===== src/design/robot_io_map.svh =====
// Register offsets, field positions and reset values of the dedicated I/O block.
//
// Functional notes
// - Level inputs act only while asserted.
// - Servo-off level drops all servos, echoed.
// - Servo-on edge powers every mechanism.
// - In-servo-on shows any mechanism powered.
// - Held rights request reported valid on output.
// - Machine-lock edge toggles lock, shown on output.
// - Evasion edge starts return, busy output held.
// - Output-reset edge clears general-purpose outputs.
// - Emergency stop output flags occurred stop.
// - Per-slot start edge runs own slot only.
// - Per-slot stop level pauses slot, wait shown.
// - Program-select edge latches numeric input bus.
// - Override-select edge latches numeric input bus.
// - Numeric output bus carries readback values.
// - Program request shows program on bus, flagged.
// - Line request shows line number, flagged.
`ifndef ROBOT_IO_MAP_SVH
`define ROBOT_IO_MAP_SVH

`define RIO_CTRL_OFS 12'h000
`define RIO_STATUS_OFS 12'h004
`define RIO_EVENT_OFS 12'h008
`define RIO_SLOT_OFS 12'h00C
`define RIO_GPOUT_OFS 12'h010
`define RIO_LINE_OFS 12'h014
`define RIO_SEL_OFS 12'h018
`define RIO_IRQ_STAT_OFS 12'h01C
`define RIO_IRQ_MASK_OFS 12'h020

`define RIO_CTRL_RIGHTS_BIT 0
`define RIO_CTRL_RST 1'h1

`define RIO_ST_SERVO_ANY_BIT 0
`define RIO_ST_SERVO_OFF_BIT 1
`define RIO_ST_RIGHTS_BIT 2
`define RIO_ST_LOCK_BIT 3
`define RIO_ST_EVASION_BIT 4
`define RIO_ST_ESTOP_BIT 5
`define RIO_ST_MECH_LSB 8

`define RIO_EV_EVASION_DONE_BIT 0
`define RIO_EV_ESTOP_CLR_BIT 1
`define RIO_EV_MECH_DROP_LSB 8

`define RIO_IRQ_W 6
`define RIO_IRQ_ESTOP_BIT 0
`define RIO_IRQ_EVASION_BIT 1
`define RIO_IRQ_SLOT_BIT 2
`define RIO_IRQ_PROG_BIT 3
`define RIO_IRQ_OVRD_BIT 4
`define RIO_IRQ_SERVO_BIT 5
`define RIO_IRQ_MASK_RST 6'h00

`endif


===== src/design/robot_io_pkg.sv =====
// Types shared by the dedicated I/O command interpreter.
package robot_io_pkg;

	typedef struct packed {
		logic servo_off_hold;
		logic servo_power_request;
		logic external_control_rights;
		logic machine_lock_toggle;
		logic evasion_return_request;
		logic general_output_clear;
		logic program_number_latch;
		logic override_value_latch;
		logic program_name_readback;
		logic line_number_readback;
	} cmd_in_t;

	typedef struct packed {
		logic servo_off_echo;
		logic in_servo_on;
		logic rights_valid;
		logic machine_locked;
		logic evasion_busy;
		logic emergency_stop_flag;
		logic program_name_flag;
		logic line_number_flag;
	} stat_out_t;

	typedef enum logic [2:0] {
		RB_IDLE = 3'b001,
		RB_PROG = 3'b010,
		RB_LINE = 3'b100
	} readback_t;

endpackage : robot_io_pkg


===== src/design/robot_dedicated_io_control.sv =====
// Dedicated discrete I/O command interpreter with an APB register slave.
`timescale 1ns/100ps
`default_nettype none
`include "robot_io_map.svh"

module robot_dedicated_io_control import robot_io_pkg::*; #(
	parameter int NUM_MECH = 3,
	parameter int NUM_SLOTS = 32,
	parameter int DATA_W = 16,
	parameter int GP_W = 32
) (
	input wire logic pclk,
	input wire logic presetn,
	input wire logic psel,
	input wire logic penable,
	input wire logic pwrite,
	input wire logic [11:0] paddr,
	input wire logic [31:0] pwdata,
	output logic [31:0] prdata,
	output logic pready,
	output logic pslverr,
	input wire cmd_in_t cmd_in,
	input wire logic [NUM_SLOTS-1:0] slot_start,
	input wire logic [NUM_SLOTS-1:0] slot_stop,
	input wire logic [DATA_W-1:0] numeric_value_in,
	input wire logic estop_event,
	output stat_out_t stat_out,
	output logic [NUM_SLOTS-1:0] slot_operating,
	output logic [NUM_SLOTS-1:0] slot_waiting,
	output logic [DATA_W-1:0] numeric_value_out,
	output logic [NUM_MECH-1:0] servo_power,
	output logic [GP_W-1:0] general_out,
	output logic irq
);

	// ----------------------------------------------------------------
	// Input qualification
	// ----------------------------------------------------------------
	cmd_in_t cmd_prev_q;
	cmd_in_t rise;
	logic [NUM_SLOTS-1:0] start_prev_q;
	logic [NUM_SLOTS-1:0] start_rise;

	always_ff @(posedge pclk or negedge presetn) begin
		if (!presetn) begin
			cmd_prev_q <= '0;
			start_prev_q <= '0;
		end else begin
			cmd_prev_q <= cmd_in;
			start_prev_q <= slot_start;
		end
	end

	assign rise = cmd_in_t'(cmd_in & ~cmd_prev_q);
	assign start_rise = slot_start & ~start_prev_q;

	// ----------------------------------------------------------------
	// APB decode
	// ----------------------------------------------------------------
	logic wr_en;
	logic setup;
	logic hit;
	logic [31:0] rd_word;
	logic [31:0] prdata_q;
	logic rights_en_q;
	logic [`RIO_IRQ_W-1:0] irq_stat_q;
	logic [`RIO_IRQ_W-1:0] irq_mask_q;
	logic [`RIO_IRQ_W-1:0] irq_clr;
	logic [GP_W-1:0] gp_q;
	logic [DATA_W-1:0] line_q;
	logic [DATA_W-1:0] prog_q;
	logic [DATA_W-1:0] ovrd_q;
	logic [NUM_MECH-1:0] servo_pwr_q;
	logic [NUM_SLOTS-1:0] run_q;
	logic [31:0] status_word;
	logic lock_q;
	logic evasion_q;
	logic estop_q;
	logic rights_q;
	logic servo_off_q;
	readback_t rb_q;
	readback_t rb_d;

	assign setup = psel & ~penable;
	assign wr_en = psel & penable & pwrite & hit;
	assign pready = 1'b1;
	assign pslverr = psel & penable & ~hit;
	assign prdata = prdata_q;

	always_comb begin
		hit = 1'b1;
		case (paddr)
			`RIO_CTRL_OFS: rd_word = 32'(rights_en_q);
			`RIO_STATUS_OFS: rd_word = status_word;
			`RIO_EVENT_OFS: rd_word = 32'h00000000;
			`RIO_SLOT_OFS: rd_word = 32'(run_q);
			`RIO_GPOUT_OFS: rd_word = 32'(gp_q);
			`RIO_LINE_OFS: rd_word = 32'(line_q);
			`RIO_SEL_OFS: rd_word = 32'({ovrd_q, prog_q});
			`RIO_IRQ_STAT_OFS: rd_word = 32'(irq_stat_q);
			`RIO_IRQ_MASK_OFS: rd_word = 32'(irq_mask_q);
			default: begin
				hit = 1'b0;
				rd_word = 32'h00000000;
			end
		endcase
	end

	// Read data is captured in the setup cycle so it leaves a flip-flop.
	always_ff @(posedge pclk or negedge presetn) begin
		if (!presetn) begin
			prdata_q <= 32'h00000000;
		end else if (setup && !pwrite) begin
			prdata_q <= rd_word;
		end
	end

	always_ff @(posedge pclk or negedge presetn) begin
		if (!presetn) begin
			rights_en_q <= `RIO_CTRL_RST;
			irq_mask_q <= `RIO_IRQ_MASK_RST;
			line_q <= '0;
		end else if (wr_en) begin
			if (paddr == `RIO_CTRL_OFS) begin
				rights_en_q <= pwdata[`RIO_CTRL_RIGHTS_BIT];
			end
			if (paddr == `RIO_IRQ_MASK_OFS) begin
				irq_mask_q <= pwdata[`RIO_IRQ_W-1:0];
			end
			if (paddr == `RIO_LINE_OFS) begin
				line_q <= pwdata[DATA_W-1:0];
			end
		end
	end

	// ----------------------------------------------------------------
	// Servo power, rights and machine lock
	// ----------------------------------------------------------------
	logic ev_wr;
	assign ev_wr = wr_en && (paddr == `RIO_EVENT_OFS);

	always_ff @(posedge pclk or negedge presetn) begin
		if (!presetn) begin
			servo_pwr_q <= '0;
		end else if (cmd_in.servo_off_hold || estop_event) begin
			servo_pwr_q <= '0;
		end else if (rise.servo_power_request) begin
			servo_pwr_q <= '1;
		end else if (ev_wr) begin
			servo_pwr_q <= servo_pwr_q &
				~pwdata[`RIO_EV_MECH_DROP_LSB +: NUM_MECH];
		end
	end

	always_ff @(posedge pclk or negedge presetn) begin
		if (!presetn) begin
			servo_off_q <= 1'b0;
			rights_q <= 1'b0;
			lock_q <= 1'b0;
		end else begin
			servo_off_q <= cmd_in.servo_off_hold;
			rights_q <= cmd_in.external_control_rights & rights_en_q;
			if (rise.machine_lock_toggle) begin
				lock_q <= ~lock_q;
			end
		end
	end

	assign servo_power = servo_pwr_q;

	// ----------------------------------------------------------------
	// Evasion return, emergency stop and general outputs
	// ----------------------------------------------------------------
	always_ff @(posedge pclk or negedge presetn) begin
		if (!presetn) begin
			evasion_q <= 1'b0;
			estop_q <= 1'b0;
		end else begin
			if (rise.evasion_return_request) begin
				evasion_q <= 1'b1;
			end else if (ev_wr && pwdata[`RIO_EV_EVASION_DONE_BIT]) begin
				evasion_q <= 1'b0;
			end
			if (estop_event) begin
				estop_q <= 1'b1;
			end else if (ev_wr && pwdata[`RIO_EV_ESTOP_CLR_BIT]) begin
				estop_q <= 1'b0;
			end
		end
	end

	always_ff @(posedge pclk or negedge presetn) begin
		if (!presetn) begin
			gp_q <= '0;
		end else if (rise.general_output_clear) begin
			gp_q <= '0;
		end else if (wr_en && paddr == `RIO_GPOUT_OFS) begin
			gp_q <= pwdata[GP_W-1:0];
		end
	end

	assign general_out = gp_q;

	// ----------------------------------------------------------------
	// Per-slot start and stop
	// ----------------------------------------------------------------
	for (genvar i = 0; i < NUM_SLOTS; i++) begin : g_slot
		always_ff @(posedge pclk or negedge presetn) begin
			if (!presetn) begin
				run_q[i] <= 1'b0;
			end else if (start_rise[i]) begin
				run_q[i] <= 1'b1;
			end else if (estop_event) begin
				run_q[i] <= 1'b0;
			end else if (wr_en && paddr == `RIO_SLOT_OFS && pwdata[i]) begin
				run_q[i] <= 1'b0;
			end
		end
		assign slot_operating[i] = run_q[i] & ~slot_stop[i];
		assign slot_waiting[i] = run_q[i] & slot_stop[i];
	end

	// ----------------------------------------------------------------
	// Numeric selection and readback
	// ----------------------------------------------------------------
	always_ff @(posedge pclk or negedge presetn) begin
		if (!presetn) begin
			prog_q <= '0;
			ovrd_q <= '0;
		end else begin
			if (rise.program_number_latch) begin
				prog_q <= numeric_value_in;
			end
			if (rise.override_value_latch) begin
				ovrd_q <= numeric_value_in;
			end
		end
	end

	// The latest readback request owns the bus; program wins a tie.
	always_comb begin
		rb_d = rb_q;
		if (rise.program_name_readback) begin
			rb_d = RB_PROG;
		end else if (rise.line_number_readback) begin
			rb_d = RB_LINE;
		end
	end

	always_ff @(posedge pclk or negedge presetn) begin
		if (!presetn) begin
			rb_q <= RB_IDLE;
			numeric_value_out <= '0;
		end else begin
			rb_q <= rb_d;
			case (rb_d)
				RB_PROG: numeric_value_out <= prog_q;
				RB_LINE: numeric_value_out <= line_q;
				default: numeric_value_out <= '0;
			endcase
		end
	end

	// ----------------------------------------------------------------
	// Status outputs and interrupt
	// ----------------------------------------------------------------
	always_comb begin
		stat_out.servo_off_echo = servo_off_q;
		stat_out.in_servo_on = |servo_pwr_q;
		stat_out.rights_valid = rights_q;
		stat_out.machine_locked = lock_q;
		stat_out.evasion_busy = evasion_q;
		stat_out.emergency_stop_flag = estop_q;
		stat_out.program_name_flag = (rb_q == RB_PROG);
		stat_out.line_number_flag = (rb_q == RB_LINE);
	end

	always_comb begin
		status_word = 32'h00000000;
		status_word[`RIO_ST_SERVO_ANY_BIT] = |servo_pwr_q;
		status_word[`RIO_ST_SERVO_OFF_BIT] = servo_off_q;
		status_word[`RIO_ST_RIGHTS_BIT] = rights_q;
		status_word[`RIO_ST_LOCK_BIT] = lock_q;
		status_word[`RIO_ST_EVASION_BIT] = evasion_q;
		status_word[`RIO_ST_ESTOP_BIT] = estop_q;
		status_word[`RIO_ST_MECH_LSB +: NUM_MECH] = servo_pwr_q;
	end

	logic [`RIO_IRQ_W-1:0] irq_set;
	always_comb begin
		irq_set = '0;
		irq_set[`RIO_IRQ_ESTOP_BIT] = estop_event;
		irq_set[`RIO_IRQ_EVASION_BIT] = rise.evasion_return_request;
		irq_set[`RIO_IRQ_SLOT_BIT] = |start_rise;
		irq_set[`RIO_IRQ_PROG_BIT] = rise.program_number_latch;
		irq_set[`RIO_IRQ_OVRD_BIT] = rise.override_value_latch;
		irq_set[`RIO_IRQ_SERVO_BIT] = rise.servo_power_request;
	end

	// A read clears only the bits it reported; a new event wins.
	assign irq_clr = (psel && penable && !pwrite &&
		paddr == `RIO_IRQ_STAT_OFS) ? prdata_q[`RIO_IRQ_W-1:0] : '0;

	always_ff @(posedge pclk or negedge presetn) begin
		if (!presetn) begin
			irq_stat_q <= '0;
		end else begin
			irq_stat_q <= (irq_stat_q & ~irq_clr) | irq_set;
		end
	end

	assign irq = |(irq_stat_q & irq_mask_q);
endmodule : robot_dedicated_io_control
`default_nettype wire


===== config.mk =====
export PLATFORM = sky130hd
export DESIGN_NAME = robot_dedicated_io_control
export DESIGN_NICKNAME = d
export VERILOG_FILES = /design/src/design/robot_io_pkg.sv /design/src/design/robot_dedicated_io_control.sv
export VERILOG_INCLUDE_DIRS = /design/src /design/src/design
export SDC_FILE = /design/constraint.sdc
export NUM_CORES = 1
export LEC_CHECK = 0
export ABC_CLOCK_PERIOD_IN_PS = 1800
export BUFFER_PORTS_ARGS = -buffer_cell sky130_fd_sc_hd__buf_2
export CAP_MARGIN = 20
export CORE_ASPECT_RATIO = 1.75
export CORE_MARGIN = 2
export CORE_UTILIZATION = 52
export CTS_CLUSTER_SIZE = 12
export DETAILED_ROUTE_END_ITERATION = 10
export HOLD_SLACK_MARGIN = 0.15
export PLACE_DENSITY = 0.9
export SYNTH_ARGS = -nofsm -noshare
export SYNTH_HDL_FRONTEND = slang
export SYNTH_SLANG_ARGS = --single-unit

===== constraint.sdc =====
create_clock -name pclk -period 1.8 [get_ports pclk]
set_input_delay 0.09 -clock pclk [delete_from_list [all_inputs] [get_ports pclk]]
set_output_delay 0.09 -clock pclk [all_outputs]
set_load 0.005 [all_outputs]

### After elaboration in Yosys (flattened, before gate mapping)

Cells that the tools add are included.

* bits of input ports: 140
* word-level logic and storage cells: 383
* output and inout bits: 158
* flip-flop bits (word level): 225

* eq/ne operators: 12
* mux-type cells: 111
* reduce and logical (&&, ||, !) cells: 87
* bitwise gates (word level): 115

Operators with widths (count)
* $pmux 32 s8: 1
* $mux 1: 101
* $reduce_bool 3->1: 33
* $and 1x1->1: 70
* $mux 32: 2
* $eq 12x5->1 const B: 4
* $logic_and 1x1->1: 41
* $not 1->1: 35
* $and 32x32->32: 1
* $not 32->32: 1
* $pmux 16 s2: 1
* $reduce_or 32->1: 1
* $eq 12x4->1 const B: 2
* $mux 3: 5
* $and 6x6->6: 2
* $eq 12x3->1 const B: 1
* $eq 12x6->1 const B: 1
* $logic_not 12->1: 1
* $and 9x9->9: 1
* $not 9->9: 1
* $reduce_or 9->1: 1
* $eq 3x2->1 const B: 2
* $eq 3x3->1 const B: 2
* $mux 6: 1
* 10 further kinds: 14

### Logic depth before layout (Yosys ltp)

Gate-level depths: netlist of run 1.

* word-level depth: 9
* mapped depth: 8
* depth with buffers taken out: 5

### Least setup slack after synthesis of run 1

No wires, ideal clock.

* path kind: input -> register
* start: in paddr[2]
* end: reg irq_mask_q[0]
* setup slack: -79 ps
* required time: 1675 ps
* buffers on the path: 1
* stages: 6
* setup time: 125 ps
* arrival time: 1754 ps
* path through: buf_2 or4_4 nor3b_2 inv_2 nor2_2 mux2_2

* cells in the longest elaborated chain, start to end: 5
* elaborated cells on any way between the ends: 13
* those cells by class: eq/ne (8); mux (1); bitwise (1); reduce/logical (3)

Ends and longest elaborated chain
* start, declared: RTL line robot_dedicated_io_control.sv:17 `input wire logic [11:0] paddr,`
* $eq 12x6->1 (tied with other cells): RTL line robot_dedicated_io_control.sv:92 `case (paddr)`
* $reduce_or 9->1 (no source line)
* $mux 1: RTL line robot_dedicated_io_control.sv:92
* $and 1x1->1: RTL line robot_dedicated_io_control.sv:85 `assign wr_en = psel & penable & pwrite & hit;`
* $reduce_and 2->1 (no source line) *
* end signal, assigned: RTL line robot_dedicated_io_control.sv:121 `` irq_mask_q <= `RIO_IRQ_MASK_RST; ``
* end signal, assigned: RTL line robot_dedicated_io_control.sv:128 `` irq_mask_q <= pwdata[`RIO_IRQ_W-1:0]; ``
* end, declared: RTL line robot_dedicated_io_control.sv:67 `` logic [`RIO_IRQ_W-1:0] irq_mask_q; ``

Mark *: on every way between the ends. The rest lies on a longest branch, timed or not.
A chain may end at the register's enable or synchronous reset.

### Worst setup path in the final report of run 1

* start: reg rb_q[1]
* end: reg numeric_value_out[6]

* cells in the longest elaborated chain, start to end: 4
* elaborated cells on any way between the ends: 5
* those cells by class: eq/ne (2); mux (3)

Ends and longest elaborated chain
* start, declared: RTL line robot_dedicated_io_control.sv:81 `readback_t rb_q;`
* start signal, assigned: RTL line robot_dedicated_io_control.sv:255 `rb_q <= rb_d;`
* $mux 3 *: RTL line robot_dedicated_io_control.sv:245 `end else if (rise.line_number_readback) begin`
* $mux 3 *: RTL line robot_dedicated_io_control.sv:243 `if (rise.program_name_readback) begin`
* $eq 3x3->1 or $eq 3x2->1 (tied branches): RTL line robot_dedicated_io_control.sv:256 `case (rb_d)`
* $pmux 16 s2 *: RTL line robot_dedicated_io_control.sv:256
* end signal, assigned: RTL line robot_dedicated_io_control.sv:257 `RB_PROG: numeric_value_out <= prog_q;`
* end signal, assigned: RTL line robot_dedicated_io_control.sv:258 `RB_LINE: numeric_value_out <= line_q;`
* end, declared: RTL line robot_dedicated_io_control.sv:30 `output logic [DATA_W-1:0] numeric_value_out,`

Marked as above.

==> impl_metrics.json, run 1 <==
{
  "outcome": "finished clean",
  "post_drt_wl_per_cell_microns": 24.4,
  "post_route_cells_drive_above_1_share_pct": 36.7,
  "register_area_sq_um": 5610,
  "synth.top_cells.by_area": "sky130_fd_sc_hd__dfrtp_1, sky130_fd_sc_hd__nand2_1, sky130_fd_sc_hd__mux2_2",
  "final_hold_viol_count": 0,
  "final_nets": 1446,
  "clock_sinks": 224,
  "synth.net_count": 1019,
  "synth.lib_cells_used.distinct": 62,
  "num_vias": 9409,
  "ctsRootBufferMaster": "sky130_fd_sc_hd__clkbuf_16",
  "ys_warn_count": 0,
  "clk_latency_ns": 0.53,
  "synth_sequential_area_ratio_pct": 57.1,
  "synth-simple-area-share_pct": 17.3,
  "global_route.usage.total_pct": 37.5,
  "core_area_sq_um": 18600,
  "drt-pass1-iter-count": 5,
  "first_pass_grt_wire_length_microns": 55700,
  "inserted_clock_buffers": 23,
  "layout_min_cycle_time_ns": 1.72,
  "clkTransAtPathRegs_ns": 0.06,
  "synth.area.mux_share_pct": 8.45,
  "total_leakage_power_uw": 0.00663,
  "yosys.area_share.xor_xnor_pct": 0.0892,
  "route.antenna.remaining_nets": 0,
  "worst_slew_margin_relative_to_its_limit_pct": 53.7,
  "cts_tree": "built",
  "worst_setup_path_start_kind": "register",
  "avgViaCountPerCell": 6.02,
  "multi_input_comb_area_sq_um": 4000,
  "worst-setup-path-type": "reg2reg",
  "clock.fmax_ghz": 0.583,
  "cts_max_path_buffers": 3,
  "grt_max_degree": 62,
  "finalCritPeriodShare_pct": 95.3,
  "slew_viols_final": 0,
  "finClkSkew_ns": 0.0313,
  "placementRows": 66,
  "final-setup-viol-count": 0,
  "share_of_synthesized_registers_carrying_an_async_set_or_reset_pct": 100,
  "mappedNetlistArea_sq_um": 9820,
  "min_path_type": "in2reg",
  "postRouteWirelength_microns": 38000,
  "tightest_slew_ns": 0.694,
  "netlist.top_cell.by_area": "sky130_fd_sc_hd__dfrtp_1",
  "endpoint_kind": "register",
  "worst-endpoint-required_ns": 2.25,
  "fillerInstances": 1247,
  "cp.arrival_ns": 2.16,
  "post-route-drc-count": 0,
  "postSynthCellCount": 879,
  "io_pins": 298,
  "placed_cells_incl_taps": 1420,
  "yosys.area.top_type_share_pct": 56.6,
  "htreeDepth": 1,
  "timing.critical_path.fanout_max": 16,
  "pre_cts_ws_ns": 0.0103,
  "number_of_synthesized_flops_with_an_enable_pin": 0,
  "vdd.ir_drop.worst_mv": 0.834,
  "synth_top_family_by_area": "simple AND/OR/NAND/NOR gates",
  "vias_in_the_first_global_route": 9721,
  "port-buffer-count": 296,
  "place_hpwl_microns": 25700,
  "cap_viol_max_count": 0,
  "arithmetic_cell_share_of_the_synthesized_area_counting_full_adders_half_adders_and_majority_gates_pct": 0,
  "yosys_most_used_dff": "sky130_fd_sc_hd__dfrtp_1",
  "flip_flop_and_latch_count_after_synthesis": 224,
  "fp.dieW_microns": 108,
  "first_iter_violations": 1051,
  "synth_compound_gate_area_share_pct": 14.2,
  "finalInstanceArea_sq_um": 13700,
  "stdcell_count": 1562,
  "worst_slack_ns": 0.0847,
  "place_area_sq_um": 12000,
  "gp_congestion": 1.08,
  "die_height_microns": 186,
  "syn_avg_cell_area_sq_um": 11.2,
  "antenna_violations_before_repair": 0,
  "pd_cells_nw_per_um2": 839,
  "initial_core_util_pct": 52.8,
  "gr-total-overflow": 0,
  "areaGrowthSynthToFinish_pct": 39.2,
  "dieArea_sq_um": 20000
}
## through the flow
step / util, % / hold slack [ns] / TNS [ns] / power (uW)
2_1_floorplan: - / -0.206 / 0 / 6110
3_3_place_gp: 64.5 / 0.0516 / 0 / 6850
3_5_place_dp: 64.5 / 0.0579 / 0 / 6890
4_1_cts: 73.3 / 0.150 / 0 / 11400
5_1_grt: 73.6 / 0.181 / -0.00279 / 11800
6_report: 73.6 / 0.178 / 0 / 11500
## power by group
group          switching (uW)  internal, uW  total, uW
clock                    1980          2440       4420
sequential                244          5320       5560
combinational             745           747       1490
total                    2970          8510      11500
## cells in the final DEF, fill, tap and decap left out, drive strengths merged, types with 3 or more instances in the layout
| cell | Yosys | routed |
|---|---|---|
| a211o | 7 | 7 |
| a21o | 7 | 7 |
| a21oi | 36 | 36 |
| a22o | 40 | 40 |
| a22oi | 31 | 31 |
| a31o | 26 | 26 |
| a31oi | 4 | 4 |
| and2 | 35 | 35 |
| buf | 15 | 354 |
| clkbuf | 34 | 40 |
| dfrtp | 222 | 222 |
| dlygate4sd3 | 0 | 96 |
| inv | 10 | 11 |
| mux2 | 57 | 57 |
| mux2i | 12 | 12 |
| mux4 | 3 | 3 |
| nand2 | 165 | 165 |
| nand2b | 9 | 9 |
| nand3 | 5 | 5 |
| nand4 | 3 | 3 |
| nor2 | 16 | 16 |
| nor2b | 61 | 61 |
| nor3 | 7 | 7 |
| nor3b | 3 | 3 |
| nor4 | 13 | 13 |
| o211ai | 6 | 6 |
| o21ai | 17 | 17 |
| o22ai | 3 | 3 |
| or2 | 3 | 3 |
| or3 | 3 | 3 |
| or4 | 3 | 3 |
## final cells by class
cell class	instances	share of cell area (%)
sequential	224	41.0
multi-input combinational	595	29.2
timing repair buffer	451	22.3
clock buffer	39	4.72
tap	238	2.18
inverter	11	0.302
clock inverter	3	0.183
antenna	1	0.0183
## final timing paths
check	start	end	slack [ns]	cells past startpoint
setup reg to reg	rb_q[1]	numeric_value_out[6]	0.08	3
min in group asynchronous	presetn	servo_off_q	0.65	3
hold / removal	paddr[4]	irq_mask_q[5]	0.18	5
hold reg to reg	ovrd_q[13]	prdata[29]	0.48	2
setup / recovery	rb_q[1]	numeric_value_out[6]	0.08	3
max in group asynchronous	presetn	rb_q[0]	0.47	4
## critical path: stages, from the launching register on
cell,delay (ns)
sky130_fd_sc_hd__dfrtp_1,0.40
sky130_fd_sc_hd__nor3_1,0.34
sky130_fd_sc_hd__o21a_1,0.61
sky130_fd_sc_hd__a22o_1,0.27
## metal layers
layer  part of all wire (%)  track usage (%)
met3                    7.1             5.15
met2                     51             64.4
met5                      0                0
met4                    9.4             27.6
met1                     33             41.9
## Yosys cell counts, types with 3 or more instances
master,number
sky130_fd_sc_hd__dfrtp_1,222
sky130_fd_sc_hd__nand2_1,165
sky130_fd_sc_hd__nor2b_1,61
sky130_fd_sc_hd__mux2_2,55
sky130_fd_sc_hd__a22o_1,40
sky130_fd_sc_hd__a21oi_1,36
sky130_fd_sc_hd__and2_1,35
sky130_fd_sc_hd__clkbuf_1,34
sky130_fd_sc_hd__a22oi_1,31
sky130_fd_sc_hd__a31o_2,25
sky130_fd_sc_hd__nor2_1,15
sky130_fd_sc_hd__mux2i_1,12
sky130_fd_sc_hd__o21ai_0,12
sky130_fd_sc_hd__inv_1,9
sky130_fd_sc_hd__nand2b_1,9
sky130_fd_sc_hd__buf_4,8
sky130_fd_sc_hd__nor4_1,8
sky130_fd_sc_hd__a211o_1,7
sky130_fd_sc_hd__a21o_1,7
sky130_fd_sc_hd__nor3_1,6
sky130_fd_sc_hd__o211ai_1,6
sky130_fd_sc_hd__nand3_1,5
sky130_fd_sc_hd__o21ai_1,5
sky130_fd_sc_hd__a31oi_1,4
sky130_fd_sc_hd__buf_2,4
sky130_fd_sc_hd__mux4_2,3
sky130_fd_sc_hd__nand4_1,3
sky130_fd_sc_hd__nor4_2,3
sky130_fd_sc_hd__o22ai_1,3
sky130_fd_sc_hd__or3_1,3
## cells by family after synthesis
group                     after synthesis
and+or+nand+nor                       331
DFF                                   224
AOI/OAI and AO/OA                     190
muxes                                  72
buffers and inverters                  60
xor gates and xnor gates                1
other                                   1
## flip-flops by register name, summed over array words and instances (netlist names)
signal,flops
prdata,32
general_out,32
servo_power,3
estop_q,1
start_prev_q,32
cmd_prev_q,8
rb_q,3
rights_en_q,1
lock_q,1
line_q,16
ovrd_q,16
prog_q,16
servo_off_q,1
irq_stat_q,6
evasion_q,1
irq_mask_q,6
numeric_value_out,16
run_q,32
rights_q,1
## repair_timing
item,in CTS,in global routing
setup buffers,0,2
resized for setup,0,4
endpoints found under the hold margin,411,0
endpoints found under the setup margin,0,63
hold buffers,96,0
(Power assumes the default switching activity.)
==> run 2, diff against run 1 <==
--- a/config.mk
+++ b/config.mk
@@ -11,11 +11,12 @@
 export CAP_MARGIN = 20
 export CORE_ASPECT_RATIO = 1.75
 export CORE_MARGIN = 2
-export CORE_UTILIZATION = 52
+export CORE_UTILIZATION = 53
+export CTS_BUF_LIST = sky130_fd_sc_hd__clkbuf_8
 export CTS_CLUSTER_SIZE = 12
 export DETAILED_ROUTE_END_ITERATION = 10
 export HOLD_SLACK_MARGIN = 0.15
-export PLACE_DENSITY = 0.9
+export PLACE_DENSITY = 0.91
 export SYNTH_ARGS = -nofsm -noshare
 export SYNTH_HDL_FRONTEND = slang
 export SYNTH_SLANG_ARGS = --single-unit
==> run 2 against run 1 <==
Core utilization increased by 1.1 points. Total power decreased by 7.6%. Non-clock buffer count increased by 6. Final cell count increased by 0.45%. Critical endpoint is now servo_power[2]. Largest power group unchanged. Fmax decreased by 2.1%. Combinational power about the same.
==> impl_metrics.json, run 2 (synthesis results as in run 1) <==
{
  "outcome": "finished clean",
  "final_nets": 1459,
  "worst_slew_margin_relative_to_its_limit_pct": 48.4,
  "place_hpwl_microns": 26100,
  "dieArea_sq_um": 19700,
  "route.antenna.remaining_nets": 0,
  "finalCoreUtilization_pct": 74.7,
  "drt-pass1-iter-count": 7,
  "stdcell_count": 1569,
  "clk_latency_ns": 0.58,
  "mostFrequentLayoutCells": "sky130_fd_sc_hd__buf_2, sky130_fd_sc_hd__dfrtp_1, sky130_fd_sc_hd__nand2_1, sky130_fd_sc_hd__dlygate4sd3_1, sky130_fd_sc_hd__nor2b_1",
  "vias_in_the_first_global_route": 9759,
  "total_leakage_power_uw": 0.00662,
  "worst-setup-path-type": "in2reg",
  "finClkSkew_ns": 0.0238,
  "worst_setup_path_start_kind": "primary input",
  "worst-endpoint-required_ns": 2.26,
  "clock_sinks": 224,
  "core_area_sq_um": 18100,
  "place_area_sq_um": 11900,
  "layout_min_cycle_time_ns": 1.75,
  "placementRows": 65,
  "first_pass_grt_wire_length_microns": 55600,
  "post_route_cells_drive_above_1_share_pct": 36.8,
  "cp.arrival_ns": 2.21,
  "htreeDepth": 1,
  "post-route-drc-count": 0,
  "ctsRootBufferMaster": "sky130_fd_sc_hd__clkbuf_8",
  "port-buffer-count": 296,
  "origin_of_the_worst_setup_path": "paddr[7]",
  "die_height_microns": 184,
  "vdd.ir_drop.worst_mv": 0.676,
  "io_pins": 298,
  "final_hold_viol_count": 0,
  "fp.dieW_microns": 107,
  "postRouteWirelength_microns": 37200,
  "placed_cells_incl_taps": 1413,
  "gr-total-overflow": 0,
  "first_iter_violations": 758,
  "cts_tree": "built",
  "post_drt_wl_per_cell_microns": 23.7,
  "final-setup-viol-count": 0,
  "min_path_type": "in2reg",
  "grt_max_degree": 50,
  "clock.fmax_ghz": 0.571,
  "grt_setup_unrepaired": "yes",
  "mostFrequentLayoutCell": "sky130_fd_sc_hd__buf_2",
  "endpoint_kind": "register",
  "global_route.usage.total_pct": 37.8,
  "areaGrowthSynthToFinish_pct": 38.0,
  "num_vias": 9455,
  "clkTransAtPathRegs_ns": 0.07,
  "holdCritStartpoint": "cmd_in[4]",
  "cts_max_path_buffers": 3,
  "finalInstanceArea_sq_um": 13500,
  "initial_core_util_pct": 54.1,
  "gp_congestion": 0.987,
  "finalCritPeriodShare_pct": 97.3,
  "avgViaCountPerCell": 6.03,
  "pd_cells_nw_per_um2": 783,
  "antenna_violations_before_repair": 2,
  "cap_viol_max_count": 0,
  "timing.rr.start": "rb_q[1]",
  "tightest_slew_ns": 0.774,
  "timing.critical_path.fanout_max": 6,
  "inserted_clock_buffers": 30,
  "slew_viols_final": 0
}
run 2: cell count changes in the layout (fill, tap and decap cells not counted), sizes merged:
cell	change
dlygate4sd3	+12
inv	+10
buf	-5
clkbuf	-5
clkinv	-1
clkinvlp	-1
diode	+1
run 2: area by class of cell:
class,count,area [sq um]
flip-flops and latches,224,5610
fillers,1211,4590
multi-input cells,595,4000
repair buffers,457,3080
clock buffers,35,482
well taps,234,293
clock inverters,11,41.3
inverters,11,41.3
diodes,2,5.00
run 2: routing by layer:
| layer | routed length [microns] | track usage [%] |
|---|---|---|
| met1 | 12100 | 41.2 |
| met2 | 18900 | 65.1 |
| met3 | 2470 | 5.00 |
| met4 | 3710 | 30.2 |
| met5 | 0 | 0 |
run 2: path summary, 6_finish.rpt:
kind / endpoint / slack, ns / cells past startpoint
min reg2reg: run_q[4] / 0.46 / 1
max in group asynchronous: run_q[25] / 0.56 / 4
min: cmd_prev_q[4] / 0.16 / 2
max: servo_power[2] / 0.05 / 9
max reg2reg: numeric_value_out[6] / 0.12 / 3
min in group asynchronous: start_prev_q[3] / 0.56 / 3
run 2: report_power, final:
group / leakage, uW / switching, uW / total, uW / internal (uW)
combinational: 0.00348 / 746 / 1500 / 756
sequential: 0.00283 / 230 / 5550 / 5320
clock: 0.000310 / 1830 / 3560 / 1730
total: 0.00662 / 2810 / 10600 / 7800
run 2: per-stage QoR:
stage,power (uW),setup slack [ns],hold slack [ns],setup TNS (ns)
floorplan,6110,0.00240,-0.206,0
global placement,6840,-0.0103,0.0269,-0.0165
detailed placement,6890,-0.0127,0.0306,-0.0649
finish,10600,0.0484,0.162,0
global route,10900,-0.0570,0.174,-0.0570
CTS,10600,0.0987,0.151,0
run 2: worst max-delay path, cell delays in order:
cell and delay [ns]:
sky130_fd_sc_hd__buf_2 0.12, sky130_fd_sc_hd__nor4_4 0.43, sky130_fd_sc_hd__nand3_2 0.19, sky130_fd_sc_hd__buf_4 0.20, sky130_fd_sc_hd__nor3_1 0.24, sky130_fd_sc_hd__buf_4 0.18
sky130_fd_sc_hd__buf_4 0.11, sky130_fd_sc_hd__a31oi_1 0.07, sky130_fd_sc_hd__dlygate4sd3_1 0.56
run 2: what timing repair did:
| item | CTS | global route |
|---|---|---|
| buffers inserted | 0 | 0 |
| hold endpoints to repair | 418 | 0 |
| hold buffers | 108 | 0 |
| gates resized for setup | 0 | 3 |
| setup endpoints to repair | 0 | 3 |
